==> src/rtl/pviu_consts.vh <==
// constants for the prioritised vector interrupt unit
`ifndef PVIU_CONSTS_VH
`define PVIU_CONSTS_VH
// ==========================================================
// vectors and parameter area
`define PVIU_VEC_TRAP      8'h10
`define PVIU_VEC_NMI      8'h18
`define PVIU_VEC_MASK0    8'h20
`define PVIU_VEC_STEP     8'h08
`define PVIU_PARAM_BASE   16'hFF00
`define PVIU_PARAM_LO     16'hFF20
`define PVIU_PARAM_HI     16'hFF5F
`define PVIU_PARAM_BYTES  3'h6
// ==========================================================
// flag register
`define PVIU_FLAG_IEF     5
`define PVIU_FLAG_RST     8'h00
// ==========================================================
// timing: 20 states, one state per clk_sys cycle
`define PVIU_SEQ_STATES   5'h14
`define PVIU_NSRC         8
`define PVIU_ZERO8        8'h00
`define PVIU_ONE8         8'h01
`endif

==> src/rtl/pviu_core.v <==
// interrupt acceptance, priority and vectoring for the 8-bit core
// How it works
// - after reset requests use general handling until dma enable is written
// - nmi and trap always taken; maskable ones only while enable flag is 1
// - requests sampled once per instruction at end of its last bus cycle
// - vector read happens internally; bus shows one dummy cycle meanwhile
// - general handling pushes pc and flag pair, clears flag, jumps to vector
// - accept to first handler fetch takes 20 states
// - return pops pc and flag pair, restoring the old enable flag
// - vector read acknowledges and clears the chosen source's request
// - enable flag is flag bit 5; enable sets it, disable clears it
// - reset and every accepted interrupt clear the enable flag
// - enable takes effect only after the following instruction completes
// - trap priority 1 vector 10H, nmi priority 2 vector 18H, no dma block
// - maskable sources priority 3..10 take vectors 20H..58H by eight
// - dma blocks run from FF20H for highest to FF58H for lowest maskable
// - FF20H..FF5FH is the dma parameter area, plain ram otherwise
// - only the highest simultaneous request passes; running one not compared
// - dma block for a source starts at FF00H plus vector, six bytes long
// - count decremented per dma transfer; zero falls into general handling
`timescale 1ns/10ps
`include "pviu_consts.vh"
module pviu_core (
  // clock and reset
  input  wire        clk_sys,
  input  wire        rst_b,
  // request pins, asynchronous edge events from outside
  input  wire        nmi_pin_request,
  input  wire        external_request_0,
  input  wire        external_request_1,
  // on-chip request pulses, same clock
  input  wire        timer0_request,
  input  wire        timer1_request,
  input  wire        timer2_request,
  input  wire        timer3_request,
  input  wire        serial_receive_done_request,
  input  wire        serial_transmit_done_request,
  input  wire        software_trap_instruction,
  // dma enable per maskable source, bit 0 is highest priority
  input  wire [7:0]  dma_enable,
  // core instruction events
  input  wire        last_bus_cycle_end,
  input  wire        enable_irq_instruction,
  input  wire        disable_irq_instruction,
  input  wire        irq_return_instruction,
  input  wire [7:0]  popped_flags,
  input  wire        dma_count_zero,
  input  wire        dma_done,
  // flag register view
  output reg  [7:0]  flag_q,
  output wire        irq_enable_flag,
  // acceptance and sequencing
  output reg         accept_q,
  output reg  [7:0]  vector_q,
  output reg         dma_mode_q,
  output reg  [15:0] param_addr_q,
  output reg  [2:0]  param_len_q,
  output reg         bus_dummy_q,
  output reg         push_pc_flags_q,
  output reg         pop_restore_q,
  output reg         jump_q,
  output reg  [15:0] jump_addr_q,
  output wire        busy
);

// ==========================================================
// pin synchronisers and edge detect
reg  [2:0]  pin_s1_q;
reg  [2:0]  pin_s2_q;
reg  [2:0]  pin_s3_q;
wire [2:0]  pin_rise;

always @(posedge clk_sys or negedge rst_b) begin
  if (!rst_b) begin
    pin_s1_q <= 3'h0;
    pin_s2_q <= 3'h0;
    pin_s3_q <= 3'h0;
  end else begin
    pin_s1_q <= {external_request_1, external_request_0, nmi_pin_request};
    pin_s2_q <= pin_s1_q;
    pin_s3_q <= pin_s2_q;
  end
end

assign pin_rise = pin_s2_q & ~pin_s3_q;

// ==========================================================
// pending latches: trap, nmi, then maskable by priority
reg        trap_pend_q;
reg        nmi_pend_q;
reg  [7:0] mask_pend_q;
wire [7:0] mask_set;
reg        ack_trap;
reg        ack_nmi;
reg  [7:0] ack_mask;
reg        ei_hold_q;

assign mask_set = {serial_transmit_done_request,
                   serial_receive_done_request,
                   pin_rise[2],
                   timer3_request, timer2_request,
                   timer1_request, timer0_request,
                   pin_rise[1]};

// set wins over acknowledge so a fresh event is never dropped
always @(posedge clk_sys or negedge rst_b) begin
  if (!rst_b) begin
    trap_pend_q <= 1'b0;
    nmi_pend_q  <= 1'b0;
    mask_pend_q <= `PVIU_ZERO8;
  end else begin
    trap_pend_q <= software_trap_instruction |
                   (trap_pend_q & ~ack_trap);
    nmi_pend_q  <= pin_rise[0] | (nmi_pend_q & ~ack_nmi);
    mask_pend_q <= mask_set | (mask_pend_q & ~ack_mask);
  end
end

// ==========================================================
// priority selection
function [3:0] pick_lowest;
  input [7:0] req;
  integer i;
  begin
    pick_lowest = 4'h8;
    for (i = 7; i >= 0; i = i - 1)
      if (req[i])
        pick_lowest = i[3:0];
  end
endfunction

wire [7:0] mask_ok;
wire [3:0] mask_sel;
wire       any_take;

// maskable only counted while the flag allows and delay is over
assign mask_ok  = mask_pend_q &
                  {8{flag_q[`PVIU_FLAG_IEF] & ~ei_hold_q}};
assign mask_sel = pick_lowest(mask_ok);
assign any_take = trap_pend_q | nmi_pend_q | (mask_sel != 4'h8);

// ==========================================================
// acceptance sequence
localparam ST_IDLE  = 2'h0;
localparam ST_VEC   = 2'h1;
localparam ST_GEN   = 2'h2;
localparam ST_DMA   = 2'h3;

reg [1:0] st_q;
reg [4:0] cnt_q;
reg [1:0] sel_kind_q;  // 0 trap, 1 nmi, 2 maskable
reg [2:0] sel_idx_q;

assign irq_enable_flag = flag_q[`PVIU_FLAG_IEF];
assign busy            = (st_q != ST_IDLE);

function [7:0] vec_of;
  input [1:0] kind;
  input [2:0] idx;
  begin
    case (kind)
      2'h0:    vec_of = `PVIU_VEC_TRAP;
      2'h1:    vec_of = `PVIU_VEC_NMI;
      default: vec_of = `PVIU_VEC_MASK0 + {2'h0, idx, 3'h0};
    endcase
  end
endfunction

always @* begin
  ack_trap = 1'b0;
  ack_nmi  = 1'b0;
  ack_mask = `PVIU_ZERO8;
  if (st_q == ST_VEC) begin
    case (sel_kind_q)
      2'h0:    ack_trap = 1'b1;
      2'h1:    ack_nmi  = 1'b1;
      default: ack_mask = `PVIU_ONE8 << sel_idx_q;
    endcase
  end
end

always @(posedge clk_sys or negedge rst_b) begin
  if (!rst_b) begin
    st_q            <= ST_IDLE;
    cnt_q           <= 5'h00;
    ei_hold_q       <= 1'b0;
    sel_kind_q      <= 2'h0;
    sel_idx_q       <= 3'h0;
    flag_q          <= `PVIU_FLAG_RST;
    accept_q        <= 1'b0;
    vector_q        <= `PVIU_ZERO8;
    dma_mode_q      <= 1'b0;
    param_addr_q    <= 16'h0000;
    param_len_q     <= 3'h0;
    bus_dummy_q     <= 1'b0;
    push_pc_flags_q <= 1'b0;
    pop_restore_q   <= 1'b0;
    jump_q          <= 1'b0;
    jump_addr_q     <= 16'h0000;
  end else begin
    accept_q        <= 1'b0;
    push_pc_flags_q <= 1'b0;
    pop_restore_q   <= 1'b0;
    jump_q          <= 1'b0;
    case (st_q)
      ST_IDLE: begin
        // enable/disable/return act in the cycle their input pulses, only while idle
        if (enable_irq_instruction) begin
          flag_q[`PVIU_FLAG_IEF] <= 1'b1;
          ei_hold_q              <= 1'b1;
        end else if (last_bus_cycle_end) begin
          ei_hold_q <= 1'b0;
        end
        if (disable_irq_instruction)
          flag_q[`PVIU_FLAG_IEF] <= 1'b0;
        if (irq_return_instruction) begin
          flag_q        <= popped_flags;
          pop_restore_q <= 1'b1;
        end
        // sampled only at the end of an instruction's last bus cycle
        if (last_bus_cycle_end && any_take &&
            !enable_irq_instruction) begin
          accept_q               <= 1'b1;
          flag_q[`PVIU_FLAG_IEF] <= 1'b0;
          st_q                   <= ST_VEC;
          cnt_q                  <= 5'h01;
          bus_dummy_q            <= 1'b1;
          if (trap_pend_q) begin
            sel_kind_q <= 2'h0;
          end else if (nmi_pend_q) begin
            sel_kind_q <= 2'h1;
          end else begin
            sel_kind_q <= 2'h2;
            sel_idx_q  <= mask_sel[2:0];
          end
        end
      end
      ST_VEC: begin
        // internal vector read; the bus idles for one dummy cycle
        vector_q    <= vec_of(sel_kind_q, sel_idx_q);
        bus_dummy_q <= 1'b0;
        cnt_q       <= cnt_q + 5'h01;
        if (sel_kind_q == 2'h2 && dma_enable[sel_idx_q]) begin
          dma_mode_q   <= 1'b1;
          param_addr_q <= `PVIU_PARAM_BASE +
                          {8'h00, vec_of(sel_kind_q, sel_idx_q)};
          param_len_q  <= `PVIU_PARAM_BYTES;
          st_q         <= ST_DMA;
        end else begin
          dma_mode_q      <= 1'b0;
          push_pc_flags_q <= 1'b1;
          st_q            <= ST_GEN;
        end
      end
      ST_GEN: begin
        // pushes and vector load fill the fixed overhead
        cnt_q <= cnt_q + 5'h01;
        if (cnt_q == `PVIU_SEQ_STATES - 5'h01) begin
          jump_q      <= 1'b1;
          jump_addr_q <= {8'h00, vector_q};
          st_q        <= ST_IDLE;
          cnt_q       <= 5'h00;
        end
      end
      ST_DMA: begin
        // the core walks the parameter block and reports the count
        if (dma_done) begin
          dma_mode_q <= 1'b0;
          if (dma_count_zero) begin
            push_pc_flags_q <= 1'b1;
            cnt_q           <= 5'h02;
            st_q            <= ST_GEN;
          end else begin
            st_q  <= ST_IDLE;
            cnt_q <= 5'h00;
          end
        end
      end
      default: st_q <= ST_IDLE;
    endcase
  end
end

endmodule

==> config.mk <==
export PLATFORM = sky130hd
export DESIGN_NAME = pviu_core
export DESIGN_NICKNAME = d
export VERILOG_FILES = /design/src/rtl/pviu_core.v
export VERILOG_INCLUDE_DIRS = /design/src /design/src/rtl
export SDC_FILE = /design/constraint.sdc
export NUM_CORES = 1
export LEC_CHECK = 0
export BUFFER_PORTS_ARGS = -buffer_cell sky130_fd_sc_hd__buf_4
export CORE_MARGIN = 2
export CORE_UTILIZATION = 50
export CTS_CLUSTER_SIZE = 14
export DETAILED_ROUTE_END_ITERATION = 8
export GPL_TIMING_DRIVEN = 0
export PLACE_DENSITY_LB_ADDON = 0.15
export SYNTH_ARGS = -nofsm -noshare
export SYNTH_HDL_FRONTEND = slang
export SYNTH_SLANG_ARGS = --single-unit
==> constraint.sdc <==
create_clock -name clk_sys -period 2.2 [get_ports clk_sys]
set_input_delay 0.11 -clock clk_sys [delete_from_list [all_inputs] [get_ports clk_sys]]
set_output_delay 0.11 -clock clk_sys [all_outputs]
set_load 0.02 [all_outputs]
==> results of run 1 <==
per-layer routing:
metal,routed length [um],track usage (%),vias up
met5,0,0,-
met4,70,9.30,0
met3,365,5.63,6
met2,2800,32.0,73
met1,2360,24.4,980
li1,-,-,1042
logic make-up after synthesis:
family	Yosys count
AOI/OAI and AO/OA	48
muxes	22
buffers and inverters	49
xor gates and xnor gates	2
other	1
and+or+nand+nor	65
adders and majority gates	1
DFF	59
state kept, by name, indices dropped and copies added (netlist names):
signal	cells
st_q	2
param_addr_q	5
mask_pend_q	8
accept_q	1
jump_addr_q	4
ei_hold_q	1
pop_restore_q	1
cnt_q	5
dma_mode_q	1
push_pc_flags_q	1
sel_idx_q	3
bus_dummy_q	1
pin_s2_q	3
flag_q	8
trap_pend_q	1
pin_s3_q	3
nmi_pend_q	1
vector_q	4
jump_q	1
pin_s1_q	3
sel_kind_q	2
timing repair:
| item | 4_1_cts | 5_1_grt |
|---|---|---|
| gates resized for setup | 0 | 0 |
| hold endpoints to repair | 70 | 0 |
| hold buffers | 12 | 0 |
power by group:
part,internal (mW),switching (mW)
Combinational,0.797,0.871
Clock,0.468,0.391
Sequential,1.35,0.192
Total,2.61,1.45
placed cells by master, fill, tap and decap left out, types with 4 or more instances in the layout:
| master | Yosys | layout |
|---|---|---|
| buf_4 | 32 | 103 |
| dfrtp_1 | 59 | 59 |
| conb_1 | 1 | 21 |
| o21ai_0 | 17 | 17 |
| nand2_1 | 15 | 15 |
| mux2_2 | 14 | 14 |
| dlygate4sd3_1 | 0 | 12 |
| inv_1 | 11 | 11 |
| nand2b_1 | 11 | 11 |
| nor2_1 | 11 | 11 |
| clkbuf_8 | 0 | 11 |
| clkbuf_1 | 3 | 6 |
| nand3_1 | 6 | 6 |
| a21o_1 | 6 | 6 |
| nand3b_1 | 5 | 5 |
| mux2i_1 | 5 | 5 |
| a31oi_1 | 4 | 4 |
stage by stage:
| step | total power, mW | hold slack (ns) | std cells |
|---|---|---|---|
| 3_5_place_dp | 3.21 | 0.221 | 410 |
| 5_1_grt | 4.31 | 0.00744 | 438 |
| 6_report | 4.07 | 0.0175 | 438 |
| 4_1_cts | 4.11 | 0.00157 | 438 |
| 2_1_floorplan | 2.58 | -0.186 | 267 |
| 3_3_place_gp | 3.16 | 0.218 | 410 |
layout make-up:
cell class	instances	area (sq um)	area share [%]
Clock inverter	2	10.0	0.266
Multi-Input combinational cell	159	1060	28.1
Inverter	11	41.3	1.10
Sequential cell	59	1480	39.3
Buffer	38	267	7.09
Tap cell	72	90.1	2.40
Timing Repair Buffer	83	653	17.4
Clock buffer	14	163	4.33
final timing paths:
path | to | startpoint | depth (start not counted)
worst min register to register | pin_s2_q[1]$_DFF_PN0_ | pin_s1_q[1]$_DFF_PN0_ | 0
worst max register to register | jump_addr_q[3]$_DFFE_PN0P_ | cnt_q[0]$_DFFE_PN0P_ | 4
worst min-delay path | flag_q[4]$_DFFE_PN0P_ | popped_flags[4] | 2
worst max-delay path | jump_addr_q[3]$_DFFE_PN0P_ | cnt_q[0]$_DFFE_PN0P_ | 4
min in group asynchronous | dma_mode_q$_DFFE_PN0P_ | rst_b | 2
max in group asynchronous | pin_s3_q[1]$_DFF_PN0_ | rst_b | 2
worst reg2reg max path: cells and delay by family, from the launching register on:
family	cells	cell delay, ns
adder cells (fa/ha/maj)	1	0.22
AND/OR/NAND/NOR	2	0.86
flip-flops	1	0.39
multiplexers	1	0.35
==> metrics, run 1 <==
Least-Margin Pin Slew=between 0.7 and 0.8 ns; number of vias per cell=roughly 4.8; drt first pass iters=4; Setup WS post-layout=between 0.2 and 0.3 ns; Slew Limit Fails=0; post-route cell area=3760 sq um; CP max stage cell=nor4bb_1; Compound-Gate Fraction of Synth Area=11.8%; Worst EP required=2.41 ns; io pins=between 90 and 100; multiplexer area fraction after synthesis=under 10%; Static Leak=1.86 nW; CTS buffer count=9; Placed Area=between 3000 and 4000 sq um; Max IR drop VDD=0.774 mV; yosys warns=0; Mapped Cells=247; Max Root-Sink Buffers=2; Main synth FF type=dfrtp_1; Post-synth top cells=dfrtp_1 (59), buf_4 (32), o21ai_0 (17); DR vias=about 2100; Worst-path clk slew=around 0.070 ns; n_diodes=0; Area Overhead vs Synth=35.8%; top-count cell post-synth=dfrtp_1; H-tree depth=3; FILL cells=462; starting density of the core=between 50% and 60%; reg-to-reg slack, setup=approximately 0.26 ns; Root Buffer Master=clkbuf_8; Synth Area in Adders=0.452%; CTS Sinks=59; period utilization=slightly below 90%; CP Class=reg2reg; share of layout cells above drive strength 1=between 30 and 40%; Final ANT Viol Nets=0; Setup violations, final=0; main combinational cell family by area after synthesis=simple AND/OR/NAND/NOR gates; cell taking the most area after synthesis=dfrtp_1; num rows=27; Worst path top cell family by delay=simple AND/OR/NAND/NOR gates; Post-Synth Simple-Gate Area=a little over an eighth; synthesized cell area=2770 sq um; min Tclk post-route=1.94 ns; Max Cap Viol=0; Buf/Inv on CP=0; final hold viol count=0; status=complete, no violations; CP Launch Type=register; Setup Skew=about 0.011 ns; crit end category=register; GPL Wtd Cong=0.818; setup bufs post-CTS=0; Core Area=5440 sq um; Synth Area in XOR/XNOR=less than 1%; total gr overflow=0; PortBufs=between 70 and 80; antenna violations before repair=0; pre-CTS setup slack=approximately 0.34 ns; DRT iter0 DRCs=70; max incr delay on CP=~0.54 ns; Net count, final=between 300 and 400; final setup TNS=0 ns; largest net degree at the start of global routing=60; CTS tree=yes; die span in y=~78 um; drt drc=0; ys async rst share=100%; drt wl/cell=12.8 um; Clk Latency, worst-skew pair=roughly 0.33 ns; post-synth top area share=53.4%; ordered cell list for the critical path=ha_1 -> nor4bb_1 -> nand3b_1 -> mux2_2; dpl hpwl=approximately 4.0 mm; die area=~6000 sq um; first-pass GRT wire length=~9.3 mm; EDFF count, synth=0; worst endpoint data arrival time=2.15 ns; crit path max fanout=5; Total Wirelength=5.60 mm; sequential element share of the synthesized area=between 50% and 60%; chip width=around 80 um; Fmax=516 MHz; largest cells by area after synthesis=dfrtp_1 (53%), buf_4 (8.7%), mux2_2 (5.7%), o21ai_0 (3.1%), nand2b_1 (2.5%); GR Util All Layers=19.7%; Core Util, Final=around 70%; Rel. slew slack=51.2%; Avg Inst Size Synth=~11 sq um; #FFs+latches synth=a little under 60; Hold Crit Class=in2reg; vias in the first global route=roughly 2000; PD cells=1080 nW/um^2; Synth cell types=47; RSZ-0062 raised after global routing=no
(Power assumes the default switching activity.)
==> run 2: changes to the inputs <==
--- a/config.mk
+++ b/config.mk
@@ -8,7 +8,7 @@
 export LEC_CHECK = 0
 export BUFFER_PORTS_ARGS = -buffer_cell sky130_fd_sc_hd__buf_4
 export CORE_MARGIN = 2
-export CORE_UTILIZATION = 50
+export CORE_UTILIZATION = 45
 export CTS_CLUSTER_SIZE = 14
 export DETAILED_ROUTE_END_ITERATION = 8
 export GPL_TIMING_DRIVEN = 0
==> constraint.sdc (replaced) <==
create_clock -name clk_sys -period 2.2 [get_ports clk_sys]
set_input_delay 0.33 -clock clk_sys [delete_from_list [all_inputs] [get_ports clk_sys]]
set_output_delay 0.33 -clock clk_sys [all_outputs]
set_load 0.02 [all_outputs]
==> metrics, run 2 (same netlist as run 1, synthesis figures left out) <==
worst endpoint data arrival time=2.06 ns (-0.09 ns); crit end category=register; number of vias per cell=4.77 (-0.53%); Max IR drop VDD=0.753 mV (-2.6%); Hold Crit Class=in2async; Clk Latency, worst-skew pair=0.33 ns (about the same); Rel. slew slack=52.4% (+1.2 points); io pins=93 (unchanged); period utilization=83.7% (-4.4 points); setup bufs post-CTS=0 (unchanged); final setup TNS=0 ns (unchanged); Resized cells post-CTS=0 (unchanged); die area=6790 sq um (+11%); Buf/Inv on CP=0 (unchanged); CTS Sinks=59 (unchanged); hold_buf cts=0 (-12); commonest non-fill, non-tap cell in the layout=buf_4; FILL cells=532 (+15%); Least-Margin Pin Slew=0.714 ns (-0.0175 ns); drt first pass iters=4 (unchanged); DR vias=2047 (-2.6%); crit path max fanout=5 (unchanged); Total Wirelength=5.29 mm (-5.4%); GR Util All Layers=17.7% (-2.0 points); vias in the first global route=2006 (-2.0%); drt drc=0 (unchanged); Net count, final=384 (-3.0%); Max Root-Sink Buffers=2 (unchanged); Largest regs=flag_q x8, mask_pend_q x8; Setup Skew=0.00644 ns (-0.00441 ns); Static Leak=1.81 nW (-2.7%); commonest cells after routing, fill and taps aside=buf_4 (103), dfrtp_1 (59), conb_1 (21); Setup violations, final=0 (unchanged); Core Area=5920 sq um (+8.9%); reg-to-reg slack, setup=0.36 ns (+0.10 ns); share of layout cells above drive strength 1=40.1% (+1.3 points); max incr delay on CP=0.50 ns (-0.04 ns); ordered cell list for the critical path=ha_1 -> nor4bb_1 -> nand3b_1 -> mux2_2; RSZ-0062 raised after global routing=no; CP max stage cell=nor4bb_1; Max Cap Viol=0 (unchanged); die span in y=82.4 um (+5.1%); internal power=2.60 mW (-0.52%); H-tree depth=3 (unchanged); placed instance count=413 (+0.73%); Clock power frac=21.1% (about the same); switching power=1.42 mW (-2.3%); drt wl/cell=12.3 um (-3.4%); num rows=28 (+3.7%); Worst path top cell family by delay=simple AND/OR/NAND/NOR gates; Slew Limit Fails=0 (unchanged); DRT iter0 DRCs=61 (-13%); dpl hpwl=3.93 mm (-0.97%); chip width=82.4 um (+5.1%); Root Buffer Master=clkbuf_8; Non-Filler Instances=429 (-2.1%); total gr overflow=0 (unchanged); n_diodes=0 (unchanged); CP Launch Type=register; CP Class=reg2reg; status=complete, no violations; largest net degree at the start of global routing=60 (unchanged); Fmax=543 MHz (+5.3%); Sw Share=35.4% (-0.41 points); combinational share of power=40.8% (-0.2 points); first-pass GRT wire length=8.84 mm (-4.6%); antenna violations before repair=0 (unchanged); min Tclk post-route=1.84 ns (-0.0975 ns); Worst EP required=2.42 ns (about the same); final hold viol count=0 (unchanged); Final ANT Viol Nets=0 (unchanged); GPL Wtd Cong=0.777 (-5.1%); PortBufs=71 (unchanged); Worst-path clk slew=0.06 ns (about the same); CTS tree=yes; starting density of the core=46.7% (-4.1 points); Area Overhead vs Synth=31.6%; CTS buffer count=9 (unchanged); PD cells=1100 nW/um^2 (+2.0%); Seq pwr share=38.2% (+0.4 points)
## run 2: final cells by class
cell class                      instances  area (sq um)  share of cell area [%]
Sequential cell                        59          1480                    40.5
Tap cell                               75          93.8                    2.58
Timing Repair Buffer                   71           533                    14.6
Multi-Input combinational cell        159          1060                    29.0
Clock inverter                          2          10.0                   0.275
Inverter                               11          41.3                    1.13
Buffer                                 38           267                    7.32
Clock buffer                           14           163                    4.47
## run 2: path summary, 6_finish.rpt
path                                  startpoint                          to  cells after the start
max in group asynchronous                  rst_b       flag_q[5]$_DFFE_PN0P_                      1
min                                        rst_b  jump_addr_q[5]$_DFFE_PN0P_                      1
min in group clk_sys          external_request_0       pin_s1_q[1]$_DFF_PN0_                      1
min reg2reg                pin_s1_q[0]$_DFF_PN0_       pin_s2_q[0]$_DFF_PN0_                      0
max reg2reg                 cnt_q[0]$_DFFE_PN0P_  jump_addr_q[5]$_DFFE_PN0P_                      4
max                         cnt_q[0]$_DFFE_PN0P_  jump_addr_q[5]$_DFFE_PN0P_                      4
## run 2: power by group through the flow
stage               registers [mW]  clock network [mW]  logic, mW
floorplan                     1.72                   0      0.864
global placement              1.54                   0       1.63
detailed placement            1.55                   0       1.65
CTS                           1.53               0.882       1.66
global route                  1.57               0.936       1.79
finish                        1.53               0.847       1.64
## run 2: through the flow
step	area (sq um)	total power, mW	utilization [%]	worst slack, ns	hold slack, ns
2_1_floorplan	2840	2.58	-	0.566	0.0344
3_3_place_gp	3470	3.17	58.6	0.385	0.332
3_5_place_dp	3470	3.20	58.6	0.326	0.337
4_1_cts	3640	4.07	61.5	0.307	0.0744
5_1_grt	3640	4.30	61.5	0.237	0.0725
6_report	3640	4.02	61.5	0.359	0.0567
## run 2: metal layers
metal	global-route usage, %	vias up	share of wire [%]
li1	-	1012	-
met1	21.9	944	42
met2	27.2	80	47
met3	7.07	11	9.3
met4	8.17	0	1.6
met5	0	-	0
